File: src/rtl/ingress_classify_pkg.sv
// Package with register numbers, field positions, reset values and types of the ingress block.
package ingress_classify_pkg;

  // Register numbers as seen on the management register port.
  localparam logic [15:0] VLAN_TABLE_CMD_STATUS_ADDR = 16'h1810;
  localparam logic [15:0] PRIORITY_MAP_TABLE_COMMAND_ADDR = 16'h1811;
  localparam logic [15:0] PRIORITY_MAP_WRITE_DATA_ADDR = 16'h1812;
  localparam logic [15:0] PRIORITY_MAP_READ_DATA_ADDR = 16'h1813;
  localparam logic [15:0] PRIORITY_MAP_CMD_STATUS_ADDR = 16'h1814;
  localparam logic [15:0] GLOBAL_INGRESS_CONFIG_ADDR = 16'h1840;

  // Field positions.
  localparam int PENDING_BIT = 0;
  localparam int CMD_RNW_BIT = 7;
  localparam int CMD_INDEX_MSB = 5;
  localparam int PRIO_MSB = 2;
  localparam int CFG_MSB = 17;

  // Reset values.
  localparam logic [7:0] CMD_RESET = 8'h00;
  localparam logic [2:0] WRITE_DATA_RESET = 3'h0;
  localparam logic [2:0] READ_DATA_RESET = 3'h0;
  localparam logic [17:0] CFG_RESET = 18'h00006;

  // Cycles that one table access keeps the pending flag set.
  localparam int TABLE_ACCESS_CYCLES = 2;

  // Global ingress configuration, laid out as the register bits 17 down to 0.
  typedef struct packed {
    logic mld_other_next_hdr;
    logic mld_any_hop_next_hdr;
    logic tag_vid_ignore;
    logic tag_priority_enable;
    logic monitor_echo_allow;
    logic [2:0] monitor_port_map;
    logic ip_priority_enable;
    logic mld_monitor_enable;
    logic igmp_monitor_enable;
    logic counter_read_test_mode;
    logic lookup_priority_override;
    logic unknown_mcast_filter;
    logic unknown_ucast_drop;
    logic tos_precedence_select;
    logic tag_over_ip_priority;
    logic vlan_enable;
  } ingress_cfg_s;

  // Management register port request.
  typedef struct packed {
    logic wr;
    logic rd;
    logic [15:0] addr;
    logic [31:0] wdata;
  } reg_req_s;

  typedef enum logic [1:0] {
    MAP_IDLE = 2'b01,
    MAP_BUSY = 2'b10
  } map_state_e;

endpackage

File: src/rtl/switch_ingress_classify_regs.sv
// Ingress classification control registers with the indirect priority-map table.
`timescale 1ns/100ps

// How it works
// - VLAN status bit 0 shows a VLAN table command in progress, self-clearing.
// - Each write to the table command register while no access is pending launches one table access.
// - Command bit 7 picks read (one) or write (zero).
// - Command bits 5:0 index one of 64 entries; bit 6 reserved.
// - Map status bit 0 is set while the access runs, then clears itself.
// - After a read access's pending clears, read data bits 2:0 hold the selected entry priority.
// - Each entry holds a 3-bit priority used for matching ToS/CS values.
// - Table contents are not reset; host writes every entry after power-up.
// - Bit 17 widens listener next headers; bit 16 ignores hop-by-hop next header.
// - Bit 15 makes VLAN rules use the port default VLAN ID.
// - Bit 14 makes the tag priority a queue source.
// - Bit 13 allows monitored packets back to their source port.
// - Bits 12:10 are monitor port map; bits 8 and 7 enable listener/IGMP monitoring.
// - Bit 9 makes the IP TOS/traffic class a queue source.
// - Bit 6 makes clear-on-read counters load 7FFF_FFFCh on read.
// - Bit 5 lets an enabled lookup entry priority override other sources.
// - Bit 4 drops unknown multicast destinations, never broadcast.
// - Bit 3 drops unknown unicast destinations.
// - Bit 2 picks TOS precedence (one) or mapping table (zero) for IPv4.
// - Bit 1 lets tag priority beat IP priority when tag priority enabled.
// - Bit 0 globally enables VLAN ingress rules.
module switch_ingress_classify_regs
  #(
    parameter int ACCESS_CYCLES = ingress_classify_pkg::TABLE_ACCESS_CYCLES,
    parameter int INDEX_WIDTH = 6
  )
  (
    // Clock and reset
    input wire logic core_clk_i,
    input wire logic sys_rst_i,
    // Management register port
    input wire ingress_classify_pkg::reg_req_s reg_req_i,
    output logic [31:0] reg_rdata_o,
    output logic reg_rvalid_o,
    // VLAN table engine
    input wire logic vlan_cmd_busy_i,
    // Datapath priority lookup
    input wire logic [INDEX_WIDTH-1:0] tos_index_i,
    output logic [2:0] tos_priority_o,
    // Ingress configuration to the switch engine
    output ingress_classify_pkg::ingress_cfg_s ingress_cfg_o
  );
  import ingress_classify_pkg::*;

  localparam int ENTRIES = 1 << INDEX_WIDTH;
  localparam logic [3:0] ACC_LAST = 4'(ACCESS_CYCLES - 1);

  // The four-bit countdown and the five-bit busy helper cap one access at 16 cycles.
  if (ACCESS_CYCLES < 1 || ACCESS_CYCLES > 16 || INDEX_WIDTH != CMD_INDEX_MSB + 1)
  begin
    $error("switch_ingress_classify_regs: unsupported parameter values");
  end

  function automatic logic hit(input logic [15:0] addr, input logic [15:0] reg_num);
    hit = (addr == reg_num);
  endfunction

  logic wr_cmd, wr_wdata, wr_cfg;
  assign wr_cmd = reg_req_i.wr && hit(reg_req_i.addr, PRIORITY_MAP_TABLE_COMMAND_ADDR);
  assign wr_wdata = reg_req_i.wr && hit(reg_req_i.addr, PRIORITY_MAP_WRITE_DATA_ADDR);
  assign wr_cfg = reg_req_i.wr && hit(reg_req_i.addr, GLOBAL_INGRESS_CONFIG_ADDR);

  // Table access control.
  map_state_e state_q, state_d;
  logic [3:0] cnt_q, cnt_d;
  logic rnw_q, rnw_d;
  logic [INDEX_WIDTH-1:0] idx_q, idx_d;
  logic [2:0] wdata_q, wdata_d;
  logic [2:0] rdata_q, rdata_d;
  logic access_done;
  logic [2:0] table_q [ENTRIES];

  always_comb
  begin
    state_d = state_q;
    cnt_d = cnt_q;
    rnw_d = rnw_q;
    idx_d = idx_q;
    wdata_d = wdata_q;
    rdata_d = rdata_q;
    access_done = 1'b0;
    // Write data changes are refused while busy so a running write is not corrupted.
    if (wr_wdata && state_q == MAP_IDLE)
    begin
      wdata_d = reg_req_i.wdata[PRIO_MSB:0];
    end
    case (state_q)
      MAP_IDLE:
      begin
        if (wr_cmd)
        begin
          rnw_d = reg_req_i.wdata[CMD_RNW_BIT];
          idx_d = reg_req_i.wdata[CMD_INDEX_MSB:0];
          cnt_d = ACC_LAST;
          state_d = MAP_BUSY;
        end
      end
      MAP_BUSY:
      begin
        // Commands arriving now are dropped; the host must wait for pending to clear.
        if (cnt_q == 4'h0)
        begin
          access_done = 1'b1;
          state_d = MAP_IDLE;
          if (rnw_q)
          begin
            rdata_d = table_q[idx_q];
          end
        end
        else
        begin
          cnt_d = cnt_q - 4'h1;
        end
      end
      default:
      begin
        state_d = MAP_IDLE;
      end
    endcase
  end

  always_ff @(posedge core_clk_i or posedge sys_rst_i)
  begin
    if (sys_rst_i)
    begin
      state_q <= MAP_IDLE;
      cnt_q <= 4'h0;
      rnw_q <= CMD_RESET[CMD_RNW_BIT];
      idx_q <= CMD_RESET[CMD_INDEX_MSB:0];
      wdata_q <= WRITE_DATA_RESET;
      rdata_q <= READ_DATA_RESET;
    end
    else
    begin
      state_q <= state_d;
      cnt_q <= cnt_d;
      rnw_q <= rnw_d;
      idx_q <= idx_d;
      wdata_q <= wdata_d;
      rdata_q <= rdata_d;
    end
  end

  // The table has no reset, so software must fill it before priority mapping is used.
  logic [2:0] table_d [ENTRIES];
  always_comb
  begin
    table_d = table_q;
    if (access_done && !rnw_q)
    begin
      table_d[idx_q] = wdata_q;
    end
  end
  always_ff @(posedge core_clk_i)
  begin
    table_q <= table_d;
  end

  // Datapath lookup of the receive priority by ToS/CS value.
  logic [2:0] tos_prio_q, tos_prio_d;
  always_comb
  begin
    tos_prio_d = table_q[tos_index_i];
  end
  always_ff @(posedge core_clk_i or posedge sys_rst_i)
  begin
    if (sys_rst_i)
    begin
      tos_prio_q <= 3'h0;
    end
    else
    begin
      tos_prio_q <= tos_prio_d;
    end
  end
  assign tos_priority_o = tos_prio_q;

  // VLAN command pending flag and global configuration.
  logic vlan_pend_q, vlan_pend_d;
  ingress_cfg_s cfg_q, cfg_d;
  always_comb
  begin
    vlan_pend_d = vlan_cmd_busy_i;
    cfg_d = cfg_q;
    if (wr_cfg)
    begin
      cfg_d = ingress_cfg_s'(reg_req_i.wdata[CFG_MSB:0]);
    end
  end
  always_ff @(posedge core_clk_i or posedge sys_rst_i)
  begin
    if (sys_rst_i)
    begin
      vlan_pend_q <= 1'b0;
      cfg_q <= ingress_cfg_s'(CFG_RESET);
    end
    else
    begin
      vlan_pend_q <= vlan_pend_d;
      cfg_q <= cfg_d;
    end
  end
  // The engine acts on these fields directly: counter test, overrides and filters.
  assign ingress_cfg_o = cfg_q;

  // Register read path; unmapped register numbers read as zero.
  logic [31:0] rd_q, rd_d;
  logic rvalid_q, rvalid_d;
  always_comb
  begin
    rd_d = 32'h0000_0000;
    rvalid_d = reg_req_i.rd;
    if (reg_req_i.rd)
    begin
      case (reg_req_i.addr)
        VLAN_TABLE_CMD_STATUS_ADDR: rd_d[PENDING_BIT] = vlan_pend_q;
        PRIORITY_MAP_TABLE_COMMAND_ADDR:
        begin
          rd_d[CMD_RNW_BIT] = rnw_q;
          rd_d[CMD_INDEX_MSB:0] = idx_q;
        end
        PRIORITY_MAP_WRITE_DATA_ADDR: rd_d[PRIO_MSB:0] = wdata_q;
        PRIORITY_MAP_READ_DATA_ADDR: rd_d[PRIO_MSB:0] = rdata_q;
        PRIORITY_MAP_CMD_STATUS_ADDR: rd_d[PENDING_BIT] = (state_q == MAP_BUSY);
        GLOBAL_INGRESS_CONFIG_ADDR: rd_d[CFG_MSB:0] = cfg_q;
        default: rd_d = 32'h0000_0000;
      endcase
    end
  end
  always_ff @(posedge core_clk_i or posedge sys_rst_i)
  begin
    if (sys_rst_i)
    begin
      rd_q <= 32'h0000_0000;
      rvalid_q <= 1'b0;
    end
    else
    begin
      rd_q <= rd_d;
      rvalid_q <= rvalid_d;
    end
  end
  assign reg_rdata_o = rd_q;
  assign reg_rvalid_o = rvalid_q;

  // Helper: cycles spent busy in the current access.
  logic [4:0] busy_len_q, busy_len_d;
  always_comb
  begin
    busy_len_d = (state_q == MAP_BUSY) ? busy_len_q + 5'h01 : 5'h00;
  end
  always_ff @(posedge core_clk_i or posedge sys_rst_i)
  begin
    if (sys_rst_i)
    begin
      busy_len_q <= 5'h00;
    end
    else
    begin
      busy_len_q <= busy_len_d;
    end
  end

  a_cmd_launches: assert property (@(posedge core_clk_i) disable iff (sys_rst_i)
    (wr_cmd && state_q == MAP_IDLE) |=> (state_q == MAP_BUSY))
    else $error("table command did not start an access");
  a_cmd_fields: assert property (@(posedge core_clk_i) disable iff (sys_rst_i)
    (wr_cmd && state_q == MAP_IDLE)
      |=> (idx_q == $past(reg_req_i.wdata[5:0]) && rnw_q == $past(reg_req_i.wdata[7])))
    else $error("table command fields not captured");
  a_pend_bounded: assert property (@(posedge core_clk_i) disable iff (sys_rst_i)
    busy_len_q <= 5'(ACCESS_CYCLES))
    else $error("pending flag held too long");
  a_pend_clears: assert property (@(posedge core_clk_i) disable iff (sys_rst_i)
    $rose(state_q == MAP_BUSY) |-> ##[1:16] (state_q == MAP_IDLE))
    else $error("pending flag never cleared");
  a_read_result: assert property (@(posedge core_clk_i) disable iff (sys_rst_i)
    (access_done && rnw_q) |=> (rdata_q == $past(table_q[idx_q])))
    else $error("read data does not match table entry");
  a_write_stores: assert property (@(posedge core_clk_i) disable iff (sys_rst_i)
    (access_done && !rnw_q) |=> (table_q[$past(idx_q)] == $past(wdata_q)))
    else $error("table write not stored");
  a_busy_ignores: assert property (@(posedge core_clk_i) disable iff (sys_rst_i)
    (state_q == MAP_BUSY && cnt_q != 4'h0) |=> $stable(idx_q) && $stable(wdata_q))
    else $error("busy access disturbed");
  a_vlan_flag: assert property (@(posedge core_clk_i) disable iff (sys_rst_i)
    vlan_cmd_busy_i |=> ##1 (reg_rdata_o[0] || !$past(reg_req_i.rd)
      || $past(reg_req_i.addr) != VLAN_TABLE_CMD_STATUS_ADDR))
    else $error("VLAN pending flag not shown");
  a_cfg_write: assert property (@(posedge core_clk_i) disable iff (sys_rst_i)
    wr_cfg |=> (ingress_cfg_o.counter_read_test_mode == $past(reg_req_i.wdata[6])
      && ingress_cfg_o.vlan_enable == $past(reg_req_i.wdata[0])))
    else $error("configuration write not applied");
  a_unmapped_zero: assert property (@(posedge core_clk_i) disable iff (sys_rst_i)
    (reg_req_i.rd && reg_req_i.addr == 16'h1815) |=> (reg_rvalid_o && reg_rdata_o == 32'h0))
    else $error("unmapped register did not read zero");

  // Request handling and the read answer.
  a_read_answer: assert property (@(posedge core_clk_i) disable iff (sys_rst_i)
    reg_req_i.rd |=> reg_rvalid_o)
    else $error("read strobe got no answer");

  a_idle_answer: assert property (@(posedge core_clk_i) disable iff (sys_rst_i)
    !reg_req_i.rd |=> (!reg_rvalid_o && reg_rdata_o == 32'h0000_0000))
    else $error("answer shown without a read strobe");

  a_vlan_follows: assert property (@(posedge core_clk_i) disable iff (sys_rst_i)
    1'b1 |=> (vlan_pend_q == $past(vlan_cmd_busy_i)))
    else $error("VLAN pending flag does not follow the engine");

  a_vlan_reserved: assert property (@(posedge core_clk_i) disable iff (sys_rst_i)
    (reg_req_i.rd && reg_req_i.addr == VLAN_TABLE_CMD_STATUS_ADDR)
      |=> (reg_rdata_o[31:1] == 31'h0000_0000))
    else $error("VLAN status reserved bits not zero");

  // Table access sequencing.
  a_state_onehot: assert property (@(posedge core_clk_i) disable iff (sys_rst_i)
    $onehot(state_q))
    else $error("table access state is not one-hot");

  a_idle_stays: assert property (@(posedge core_clk_i) disable iff (sys_rst_i)
    (state_q == MAP_IDLE && !wr_cmd) |=> (state_q == MAP_IDLE))
    else $error("table access started without a command");

  a_busy_exact: assert property (@(posedge core_clk_i) disable iff (sys_rst_i)
    $fell(state_q == MAP_BUSY) |-> (busy_len_q == 5'(ACCESS_CYCLES)))
    else $error("pending length differs from the access length");

  a_done_once: assert property (@(posedge core_clk_i) disable iff (sys_rst_i)
    access_done |=> !access_done)
    else $error("one access completed twice");

  a_busy_cmd_dropped: assert property (@(posedge core_clk_i) disable iff (sys_rst_i)
    (state_q == MAP_BUSY && wr_cmd) |=> ($stable(idx_q) && $stable(rnw_q)))
    else $error("command taken while pending");

  a_status_shown: assert property (@(posedge core_clk_i) disable iff (sys_rst_i)
    (reg_req_i.rd && reg_req_i.addr == PRIORITY_MAP_CMD_STATUS_ADDR)
      |=> (reg_rdata_o == {31'h0000_0000, $past(state_q == MAP_BUSY)}))
    else $error("map status register does not show pending");

  // Data registers around the table.
  a_wdata_taken: assert property (@(posedge core_clk_i) disable iff (sys_rst_i)
    (wr_wdata && state_q == MAP_IDLE) |=> (wdata_q == $past(reg_req_i.wdata[2:0])))
    else $error("write data not taken while idle");

  a_wdata_shown: assert property (@(posedge core_clk_i) disable iff (sys_rst_i)
    (reg_req_i.rd && reg_req_i.addr == PRIORITY_MAP_WRITE_DATA_ADDR)
      |=> (reg_rdata_o == {29'h0000_0000, $past(wdata_q)}))
    else $error("write data register read back wrong");

  a_cmd_reserved: assert property (@(posedge core_clk_i) disable iff (sys_rst_i)
    (reg_req_i.rd && reg_req_i.addr == PRIORITY_MAP_TABLE_COMMAND_ADDR)
      |=> (reg_rdata_o[31:8] == 24'h00_0000 && !reg_rdata_o[6]))
    else $error("command register reserved bits not zero");

  a_rdata_held: assert property (@(posedge core_clk_i) disable iff (sys_rst_i)
    !(access_done && rnw_q) |=> $stable(rdata_q))
    else $error("read data changed without a completed read");

  a_rdata_shown: assert property (@(posedge core_clk_i) disable iff (sys_rst_i)
    (reg_req_i.rd && reg_req_i.addr == PRIORITY_MAP_READ_DATA_ADDR)
      |=> (reg_rdata_o == {29'h0000_0000, $past(rdata_q)}))
    else $error("read data register read back wrong");

  // Global configuration.
  a_cfg_held: assert property (@(posedge core_clk_i) disable iff (sys_rst_i)
    !wr_cfg |=> $stable(ingress_cfg_o))
    else $error("configuration changed without a write");

  a_cfg_shown: assert property (@(posedge core_clk_i) disable iff (sys_rst_i)
    (reg_req_i.rd && reg_req_i.addr == GLOBAL_INGRESS_CONFIG_ADDR)
      |=> (reg_rdata_o == {14'h0000, $past(cfg_q)}))
    else $error("configuration register read back wrong");

endmodule

File: config.mk
export PLATFORM = sky130hd
export DESIGN_NAME = switch_ingress_classify_regs
export DESIGN_NICKNAME = d
export VERILOG_FILES = /design/src/rtl/ingress_classify_pkg.sv /design/src/rtl/switch_ingress_classify_regs.sv
export SDC_FILE = /design/constraint.sdc
export NUM_CORES = 1
export LEC_CHECK = 0
export BUFFER_PORTS_ARGS = -buffer_cell sky130_fd_sc_hd__buf_2
export CORE_ASPECT_RATIO = 0.5
export CORE_MARGIN = 4
export CORE_UTILIZATION = 40
export DETAILED_ROUTE_END_ITERATION = 16
export GPL_ROUTABILITY_DRIVEN = 0
export PLACE_DENSITY_LB_ADDON = 0.05
export SLEW_MARGIN = 20
export SYNTH_ARGS = -nofsm -noshare
export SYNTH_HDL_FRONTEND = slang
export SYNTH_SLANG_ARGS = --single-unit
File: constraint.sdc
create_clock -name core_clk_i -period 2.9 [get_ports core_clk_i]
set_input_delay 0.29 -clock core_clk_i [delete_from_list [all_inputs] [get_ports core_clk_i]]
set_output_delay 0.29 -clock core_clk_i [all_outputs]
set_load 0.01 [all_outputs]
==> impl_metrics.ini, run 1 <==
[die]
ios = 113
die_h_um = 130
die_w_um = 252
core-area_mm2 = 0.0291
row_count = 44
fp.dieArea_mm2 = 0.0326
start_util_pct = 40.7

[route]
first_iter_violations = 764
first_pass_iters = 5
wire_per_inst_um = 27.0
viasPerCell = 5.88
ant_nets = 0
drt_wl_total_mm = 36.4
drc = 0
dr_total_vias = 7940

[layout]
final_cell_area_mm2 = 0.0141
nFillCells = 2548
drive_gt1_share_pct = 34.8
final_nets = 1002
final_cell_count_no_fill = 1350
syn2layout_area_growth_pct = 18.6
antenna_cells_inserted = 0

[logic_synthesis]
syn-cell-area_mm2 = 0.0119
yosysTopAreaCell = edfxtp_1
syn_inst = 791
synth_seq_area_share_pct = 61.3
synth_top_cells_by_area = edfxtp_1 49%, mux4_2 13%, dfrtp_1 12%
yosysMostFrequentCell = edfxtp_1
synth_edf_count = 192
async_reset_ff_share_pct = 23.8
yosys.area.top_type_share_pct = 48.6
syn_avg_cell_area_um2 = 15.0
yosys_warnings = 0
synth_ff_type = edfxtp_1
synth_common_cells = 192 x edfxtp_1, 84 x nor2_1, 67 x mux4_2, 57 x dfrtp_1, 50 x mux2_2
synth_seq_cells = 252
synth.distinct_cells = 58

[critical_path]
cp-end-kind = flip-flop
critPathArrivalTime_ns = 2.91
crit_buf_inv = 3
crit_path_max_fanout = 5
worstSetupPathType = reg2reg
cpMaxStageDelayCell = nor3b_1
critPathTopFamily = simple AND/OR/NAND/NOR gates
path_cells = inv_1 > ha_1 > nor3b_1 > nand2_1 > nor3_1 > buf_4 > nand2_1 > buf_4 > nor2_1
max_stage_delay_ns = 0.50
cp-start-kind = flip-flop
cp.required_ns = 3.10

[global_routing]
grt_overflow_total = 0
grt.total_usage_pct = 22.1
grt_pass1_vias = 7939
antenna_found_initial = 0
busiest_layer = met2
met3_usage_pct = 6.05
grt_pass1_wl_mm = 53.1
gr-usage-met2_pct = 33.0
use_met1_pct = 33.0
grt_start_max_net_pins = 47

[clock_network]
clock_path_buffers = 3
cts_tree = built
clkLatencyLatePin_ns = 0.54
post_cts_buffers = 0
cts_inserted_buffers = 24
cts_max_level = 1
cts_root_buf = clkbuf_16
clkSinkCount = 252
ctsResizeCount = 0
clkSlewWorstSetupHoldPaths_ns = 0.07

[sta]
fin_tns_setup_ns = 0
relSlewSlack_pct = 40.9
timing.hold.ws_ns = 0.0209
hold_viol = 0
setup_viol = 0
timing.final.crit_share_pct = 93.2
rsz0062_at_grt = no
fmax_mhz = 370
finalCriticalPeriod_ns = 2.70
report.final.slew_viol_count = 0
fin_skew_ns = 0.0172
tightest_slew_ns = 0.885

[placed_design]
dpl_cell_area_mm2 = 0.0131
placed_cells = 1288
hpwl_mm = 25.4
place.port_buffers = 84

[power_and_ir_drop]
cellPowerDensity_mw_per_mm2 = 520
leakage_uw = 0.00483
peakVddDrop_v = 0.000349
totalPowerFinal_uw = 7310

[run_status]
status = complete, no violations

[worst_hold_path]
hp-class = in2reg

[job]
cap_violations = 0
==> flip-flops by register name, summed over array words and instances (netlist names) <==
register / cells
vlan_pend_q: 1
reg_rvalid_o: 1
reg_rdata_o: 18
rdata_q: 3
tos_priority_o: 3
idx_q: 6
table_q: 192
wdata_q: 3
rnw_q: 1
cnt_q: 4
ingress_cfg_o: 18
state_q: 2
==> report_power, final <==
| part | switching, uW | total [uW] | internal [uW] | leakage [uW] |
|---|---|---|---|---|
| Combinational | 121 | 215 | 94.2 | 0.00233 |
| Sequential | 1.66 | 3850 | 3840 | 0.00211 |
| Clock | 1400 | 3250 | 1850 | 0.000382 |
| Total | 1520 | 7310 | 5790 | 0.00483 |
==> what timing repair did <==
item	CTS	global route
hold buffers	18	0
setup endpoints to repair	0	0
hold endpoints to repair	48	0
==> metal layers <==
metal  up-vias  routed length [um]
li1       3389                   -
met4         0                 711
met1      4066               16500
met2       428               15300
met3        57                3860
met5         -                   0
==> per-stage QoR <==
step | worst slack (ns) | utilization (%)
floorplan | 0.625 | -
global route | 0.0387 | 48.3
CTS | 0.223 | 48.3
finish | 0.198 | 48.3
global placement | 0.138 | 45.0
detailed placement | 0.224 | 45.0
==> cells in the final DEF (no fill, tap or decap), drive strengths merged, types with 4 or more instances in the layout <==
master	n
a21oi	16
a221o	4
a221oi	14
a22o	4
a22oi	21
a31oi	8
a32o	5
and2	5
and3	13
buf	164
clkbuf	34
clkinv	8
conb	14
dfrtp	57
dlygate4sd3	18
edfxtp	192
inv	7
mux2	51
mux2i	33
mux4	67
nand2	39
nand3	7
nor2	85
nor2b	10
nor3	9
o211ai	4
o21ai	17
o22ai	4
==> path summary, 6_finish.rpt <==
path                       slack (ns)                             to  cells after the start                           from
hold reg to reg                  0.53      reg_rdata_o[10]$_DFF_PP0_                      1  ingress_cfg_o[10]$_DFFE_PP0P_
hold / removal                   0.02   ingress_cfg_o[3]$_DFFE_PP0P_                      2                   reg_req_i[3]
max in group asynchronous        1.64  ingress_cfg_o[16]$_DFFE_PP0P_                      4                      sys_rst_i
setup / recovery                 0.20         table_q[130]$_DFFE_PP_                      9           cnt_q[0]$_DFFE_PP0P_
min in group asynchronous        0.47    tos_priority_o[0]$_DFF_PP0_                      3                      sys_rst_i
setup reg to reg                 0.20         table_q[130]$_DFFE_PP_                      9           cnt_q[0]$_DFFE_PP0P_
==> layout make-up <==
type / count / area [um2] / area share, %
Clock buffer: 34 / 659 / 4.69
Clock inverter: 10 / 125 / 0.889
Inverter: 8 / 30.0 / 0.213
Multi-Input combinational cell: 473 / 4250 / 30.2
Sequential cell: 252 / 7280 / 51.7
Tap cell: 391 / 489 / 3.48
Timing Repair Buffer: 182 / 1240 / 8.82
==> kinds of logic (layout without fill, tap and decap cells) <==
kind of cell    after synthesis  count (layout)  synth area share [%]
simple gates                193             193                  7.90
mux                         151             151                  20.4
fa+ha+maj                     2               2                 0.211
xor+xnor                      2               2                 0.148
flops                       252             252                  61.3
buf+inv                      79             234                  3.30
compound gates              111             111                  6.75
other cells                   1              14                0.0316
No activity file was read; power rests on OpenSTA's default activity.
==> inputs of run 2 (changes only) <==
Settings changed: ABC_AREA from default to 1, SLEW_MARGIN 20 to default.
==> impl_metrics.ini, run 2 <==
[global_routing]
grt.total_usage_pct = 22.2
busiest_layer = met2
gr-usage-met2_pct = 33.8
grt_pass1_vias = 10300
grt_overflow_total = 0
use_met1_pct = 33.3
met3_usage_pct = 4.10
grt_pass1_wl_mm = 60.7
antenna_found_initial = 0
grt_start_max_net_pins = 70

[sta]
timing.final.crit_share_pct = 86.1
fin_skew_ns = 0.0119
fmax_mhz = 401
tightest_slew_ns = 0.803
finalCriticalPeriod_ns = 2.50
relSlewSlack_pct = 46.4
fin_tns_setup_ns = 0
rsz0062_at_grt = no
hold_viol = 0
setup_viol = 0
report.final.slew_viol_count = 0

[layout]
syn2layout_area_growth_pct = 15.0
final_cell_area_mm2 = 0.0150
regMostFlops = table_q
antenna_cells_inserted = 0
final_nets = 1694
final_common_cell = nand2_1
final_cell_mix = 407 x nand2_1, 229 x nand3_1, 213 x inv_1
largest_register_ffs = 192
drive_gt1_share_pct = 12.0

[logic_synthesis]
synth_ff_type = edfxtp_1
syn-cell-area_mm2 = 0.0130
syn_inst = 1538
yosys.area.top_type_share_pct = 44.3
synth_top_cells_by_area = edfxtp_1 44%, nand2_1 12%, dfrtp_1 11%
syn_avg_cell_area_um2 = 8.46
synth_edf_count = 192
synth_seq_cells = 252
async_reset_ff_share_pct = 23.8
synth.distinct_cells = 33
synth_seq_area_share_pct = 55.9
yosysTopAreaCell = edfxtp_1
yosys_warnings = 0
yosysMostFrequentCell = nand2_1
synth_common_cells = 407 x nand2_1, 229 x nand3_1, 214 x inv_1, 192 x edfxtp_1, 132 x nor2_1

[placed_design]
place.port_buffers = 84
dpl_cell_area_mm2 = 0.0139
hpwl_mm = 26.0

[clock_network]
ctsResizeCount = 0
cts_max_level = 1
clock_path_buffers = 3
clkLatencyLatePin_ns = 0.55
post_cts_buffers = 0
holdBufCountCts = 15
cts_root_buf = clkbuf_16
cts_tree = built
cts_inserted_buffers = 26
clkSlewWorstSetupHoldPaths_ns = 0.07
clkSinkCount = 252

[critical_path]
worstSetupPathType = reg2reg
cp-start-kind = flip-flop
worst-r2r-cell-count = 7
critPathArrivalTime_ns = 2.71
startpoint = cnt_q[0]$_DFFE_PP0P_
cpMaxStageDelayCell = nor3_4
r2r-start = cnt_q[0]$_DFFE_PP0P_
r2r_slack_ns = 0.40
crit_path_max_fanout = 8
cp-end-kind = flip-flop
cp.required_ns = 3.11
r2r-end = table_q[77]$_DFFE_PP_
max_stage_delay_ns = 0.43
crit_buf_inv = 2
critPathTopFamily = simple AND/OR/NAND/NOR gates
crit_path_frequent_cell = nand3_1
path_cells = inv_1 > ha_1 > nand3_1 > nor3_4 > nand3_1 > buf_4 > nor2_1

[route]
viasPerCell = 5.17
drt_wl_total_mm = 40.1
wire_per_inst_um = 19.3
dr_total_vias = 10800
drc = 0
first_iter_violations = 1068
ant_nets = 0
first_pass_iters = 5

[die]
row_count = 46
die_h_um = 136
ios = 113
start_util_pct = 40.8
fp.dieArea_mm2 = 0.0357
core-area_mm2 = 0.0319
die_w_um = 263

[worst_hold_path]
hp-start = reg_req_i[2]
hp-class = in2reg
hold-path-endpoint = ingress_cfg_o[2]$_DFFE_PP1P_
whs_path_depth = 3

[job]
cap_violations = 0

[power_and_ir_drop]
leakage_uw = 0.00657
peakVddDrop_v = 0.000312
cellPowerDensity_mw_per_mm2 = 520

[run_status]
status = complete, no violations
run 2: area by class of cell:
cell class                 count  area, um2
inverter                     225        845
tap                          432        541
clock inverter                11        135
clock buffer                  37        783
multi-input combinational    985       4410
timing repair buffer         143        966
sequential                   252       7280
fill                        3095      16900
run 2: worst reg2reg max path, stage by stage (launching register included):
cell and delay [ns]:
dfrtp_1 0.37, inv_1 0.13, ha_1 0.18, nand3_1 0.13, nor3_4 0.43, nand3_1 0.38, buf_4 0.28, nor2_1 0.26
run 2: kinds of logic after synthesis:
group | after synthesis | synth area share (%)
AO/OA/AOI/OAI | 165 | 6.86
XOR/XNOR | 2 | 0.135
adder cells (fa/ha/maj) | 2 | 0.192
buffers and inverters | 314 | 10.6
flip-flops | 252 | 55.9
other | 1 | 0.0288
AND/OR/NAND/NOR | 802 | 26.3
run 2: how the worst max path moves through the flow:
| stage | end | cells past startpoint | slack [ns] |
|---|---|---|---|
| 2_1_floorplan | cnt_q[0]$_DFFE_PP0P_ | 1 | 1.13 |
| 3_3_place_gp | table_q[52]$_DFFE_PP_ | 7 | 0.48 |
| 3_5_place_dp | table_q[75]$_DFFE_PP_ | 7 | 0.49 |
| 4_1_cts | table_q[77]$_DFFE_PP_ | 7 | 0.46 |
| 5_1_grt | table_q[179]$_DFFE_PP_ | 7 | 0.31 |
| 6_report | table_q[77]$_DFFE_PP_ | 7 | 0.40 |
run 2: report_power, final:
group | switching (uW) | internal (uW) | leakage, uW
clock | 1440 | 2150 | 0.000454
combinational | 232 | 106 | 0.00306
sequential | 4.78 | 3850 | 0.00305
run 2: stage by stage:
step,power [uW],hold slack [ns],utilization [%],cells,worst slack [ns]
floorplan,4130,0.321,-,1551,1.13
global placement,4240,0.401,43.6,2022,0.482
detailed placement,4250,0.401,43.6,2022,0.490
CTS,7840,0.00593,46.9,2085,0.460
global route,8040,0.0335,46.9,2085,0.313
finish,7780,0.0309,46.9,2085,0.403
run 2: per-layer routing:
metal	routed length [um]	vias up	share of wire, %
li1	-	5167	-
met1	19000	5087	47
met2	17100	477	43
met3	3420	49	8.5
met4	666	0	1.7
met5	0	-	0
==> inputs of run 3 (changes only) <==
Settings changed: RECOVER_POWER from default to 100.
==> impl_metrics.ini, run 3 (synthesis gave the netlist of run 2 again) <==
[power_and_ir_drop]
peakVddDrop_v = 0.000311
leakage_uw = 0.00634
cellPowerDensity_mw_per_mm2 = 525

[global_routing]
antenna_found_initial = 0
grt.total_usage_pct = 22.2
grt_start_max_net_pins = 70
grt_pass1_vias = 10300
grt_pass1_wl_mm = 60.7
grt_overflow_total = 0

[die]
ios = 113
start_util_pct = 40.8
core-area_mm2 = 0.0319
fp.dieArea_mm2 = 0.0357
die_h_um = 136
die_w_um = 263
row_count = 46

[worst_hold_path]
hp-start = reg_req_i[2]
hp-class = in2reg
whs_path_depth = 3
hold-path-endpoint = ingress_cfg_o[2]$_DFFE_PP1P_

[critical_path]
crit_buf_inv = 1
worstSetupPathType = reg2reg
path_cells = clkbuf_1
max_stage_delay_ns = 1.71
worst-r2r-cell-count = 1
cp-start-kind = flip-flop
r2r-start = wdata_q[2]$_DFFE_PP0P_
r2r-end = table_q[188]$_DFFE_PP_
critPathTopFamily = flip-flops
cp-end-kind = flip-flop
critPathArrivalTime_ns = 2.85
crit_path_max_fanout = 47
r2r_slack_ns = 0.32
cpMaxStageDelayCell = dfrtp_1
cp.required_ns = 3.17

[sta]
fmax_mhz = 387
fin_tns_setup_ns = 0
timing.final.crit_share_pct = 89.0
layout_setup_ws_ns = 0.318
setup_viol = 0
rsz0062_at_grt = no
tightest_slew_ns = 2.09
relSlewSlack_pct = -39.5
report.final.slew_viol_count = 155
hold_viol = 0
fin_skew_ns = 0.0139
finalCriticalPeriod_ns = 2.58

[placed_design]
dp_slack_ns = 0.490
hpwl_mm = 26.0
place.port_buffers = 84
placed_cells = 2022

[route]
viasPerCell = 5.16
drt_wl_total_mm = 40.2
first_iter_violations = 1054
drc = 0
first_pass_iters = 6
wire_per_inst_um = 19.3
dr_total_vias = 10800
ant_nets = 0

[layout]
final_util_pct = 46.4
regMostFlops = table_q
drive_gt1_share_pct = 8.05
final_cell_mix = 409 x nand2_1, 230 x nand3_1, 217 x inv_1
antenna_cells_inserted = 0
final_cell_count_no_fill = 2085
syn2layout_area_growth_pct = 13.7
largest_register_ffs = 192
final_common_cell = nand2_1
final_nets = 1694

[clock_network]
cts_max_level = 1
cts_tree = built
cts_inserted_buffers = 26
clock_path_buffers = 3
clkSinkCount = 252
clkLatencyLatePin_ns = 0.55
cts_root_buf = clkbuf_16
clkSlewWorstSetupHoldPaths_ns = 0.06

[run_status]
status = finished with violations
violations = max-capacitance violations, max-slew violations

[job]
cap_violations = 3
## run 3: timing repair
| item | 4_1_cts | 5_1_grt |
|---|---|---|
| buffers inserted | 0 | 0 |
| hold buffers | 15 | 0 |
| hold endpoints to repair | 44 | 0 |
| gates resized for setup | 0 | 0 |
## run 3: routing by layer
layer | vias up | share of wire (%) | global-route usage (%)
li1 | 5165 | - | -
met1 | 5142 | 48 | 33.3
met2 | 405 | 43 | 33.8
met3 | 47 | 7.7 | 4.10
met4 | 0 | 1.6 | 4.42
met5 | - | 0 | 0
## run 3: final cells by class
type                       instances  area, um2
multi-input combinational        985       4390
clock inverter                    11        135
sequential                       252       7270
tap                              432        541
clock buffer                      37        783
timing repair buffer             143        833
inverter                         225        845
fill                            3138      17100
## run 3: metrics by stage
| stage | power [uW] | instance area (um2) | hold slack [ns] |
|---|---|---|---|
| 3_5_place_dp | 4250 | 13900 | 0.401 |
| 6_report | 7770 | 14800 | 0.0344 |
| 5_1_grt | 8030 | 14800 | 0.0335 |
| 2_1_floorplan | 4130 | 13100 | 0.321 |
| 4_1_cts | 7840 | 15000 | 0.00593 |
| 3_3_place_gp | 4240 | 13900 | 0.401 |
## run 3: report_power, final
group | leakage [uW] | total, uW | internal, uW | switching [uW]
clock | 0.000454 | 3580 | 2150 | 1430
sequential | 0.00305 | 3850 | 3850 | 5.17
combinational | 0.00283 | 334 | 102 | 232
## run 3: worst max-delay path by stage
stage	from	slack (ns)	endpoint	depth (start not counted)
2_1_floorplan	sys_rst_i	1.13	cnt_q[0]$_DFFE_PP0P_	1
5_1_grt	wdata_q[2]$_DFFE_PP0P_	0.17	table_q[188]$_DFFE_PP_	1
6_report	wdata_q[2]$_DFFE_PP0P_	0.32	table_q[188]$_DFFE_PP_	1
3_3_place_gp	state_q[1]$_DFFE_PP0P_	0.48	table_q[52]$_DFFE_PP_	7
3_5_place_dp	cnt_q[0]$_DFFE_PP0P_	0.49	table_q[75]$_DFFE_PP_	7
4_1_cts	cnt_q[0]$_DFFE_PP0P_	0.46	table_q[77]$_DFFE_PP_	7
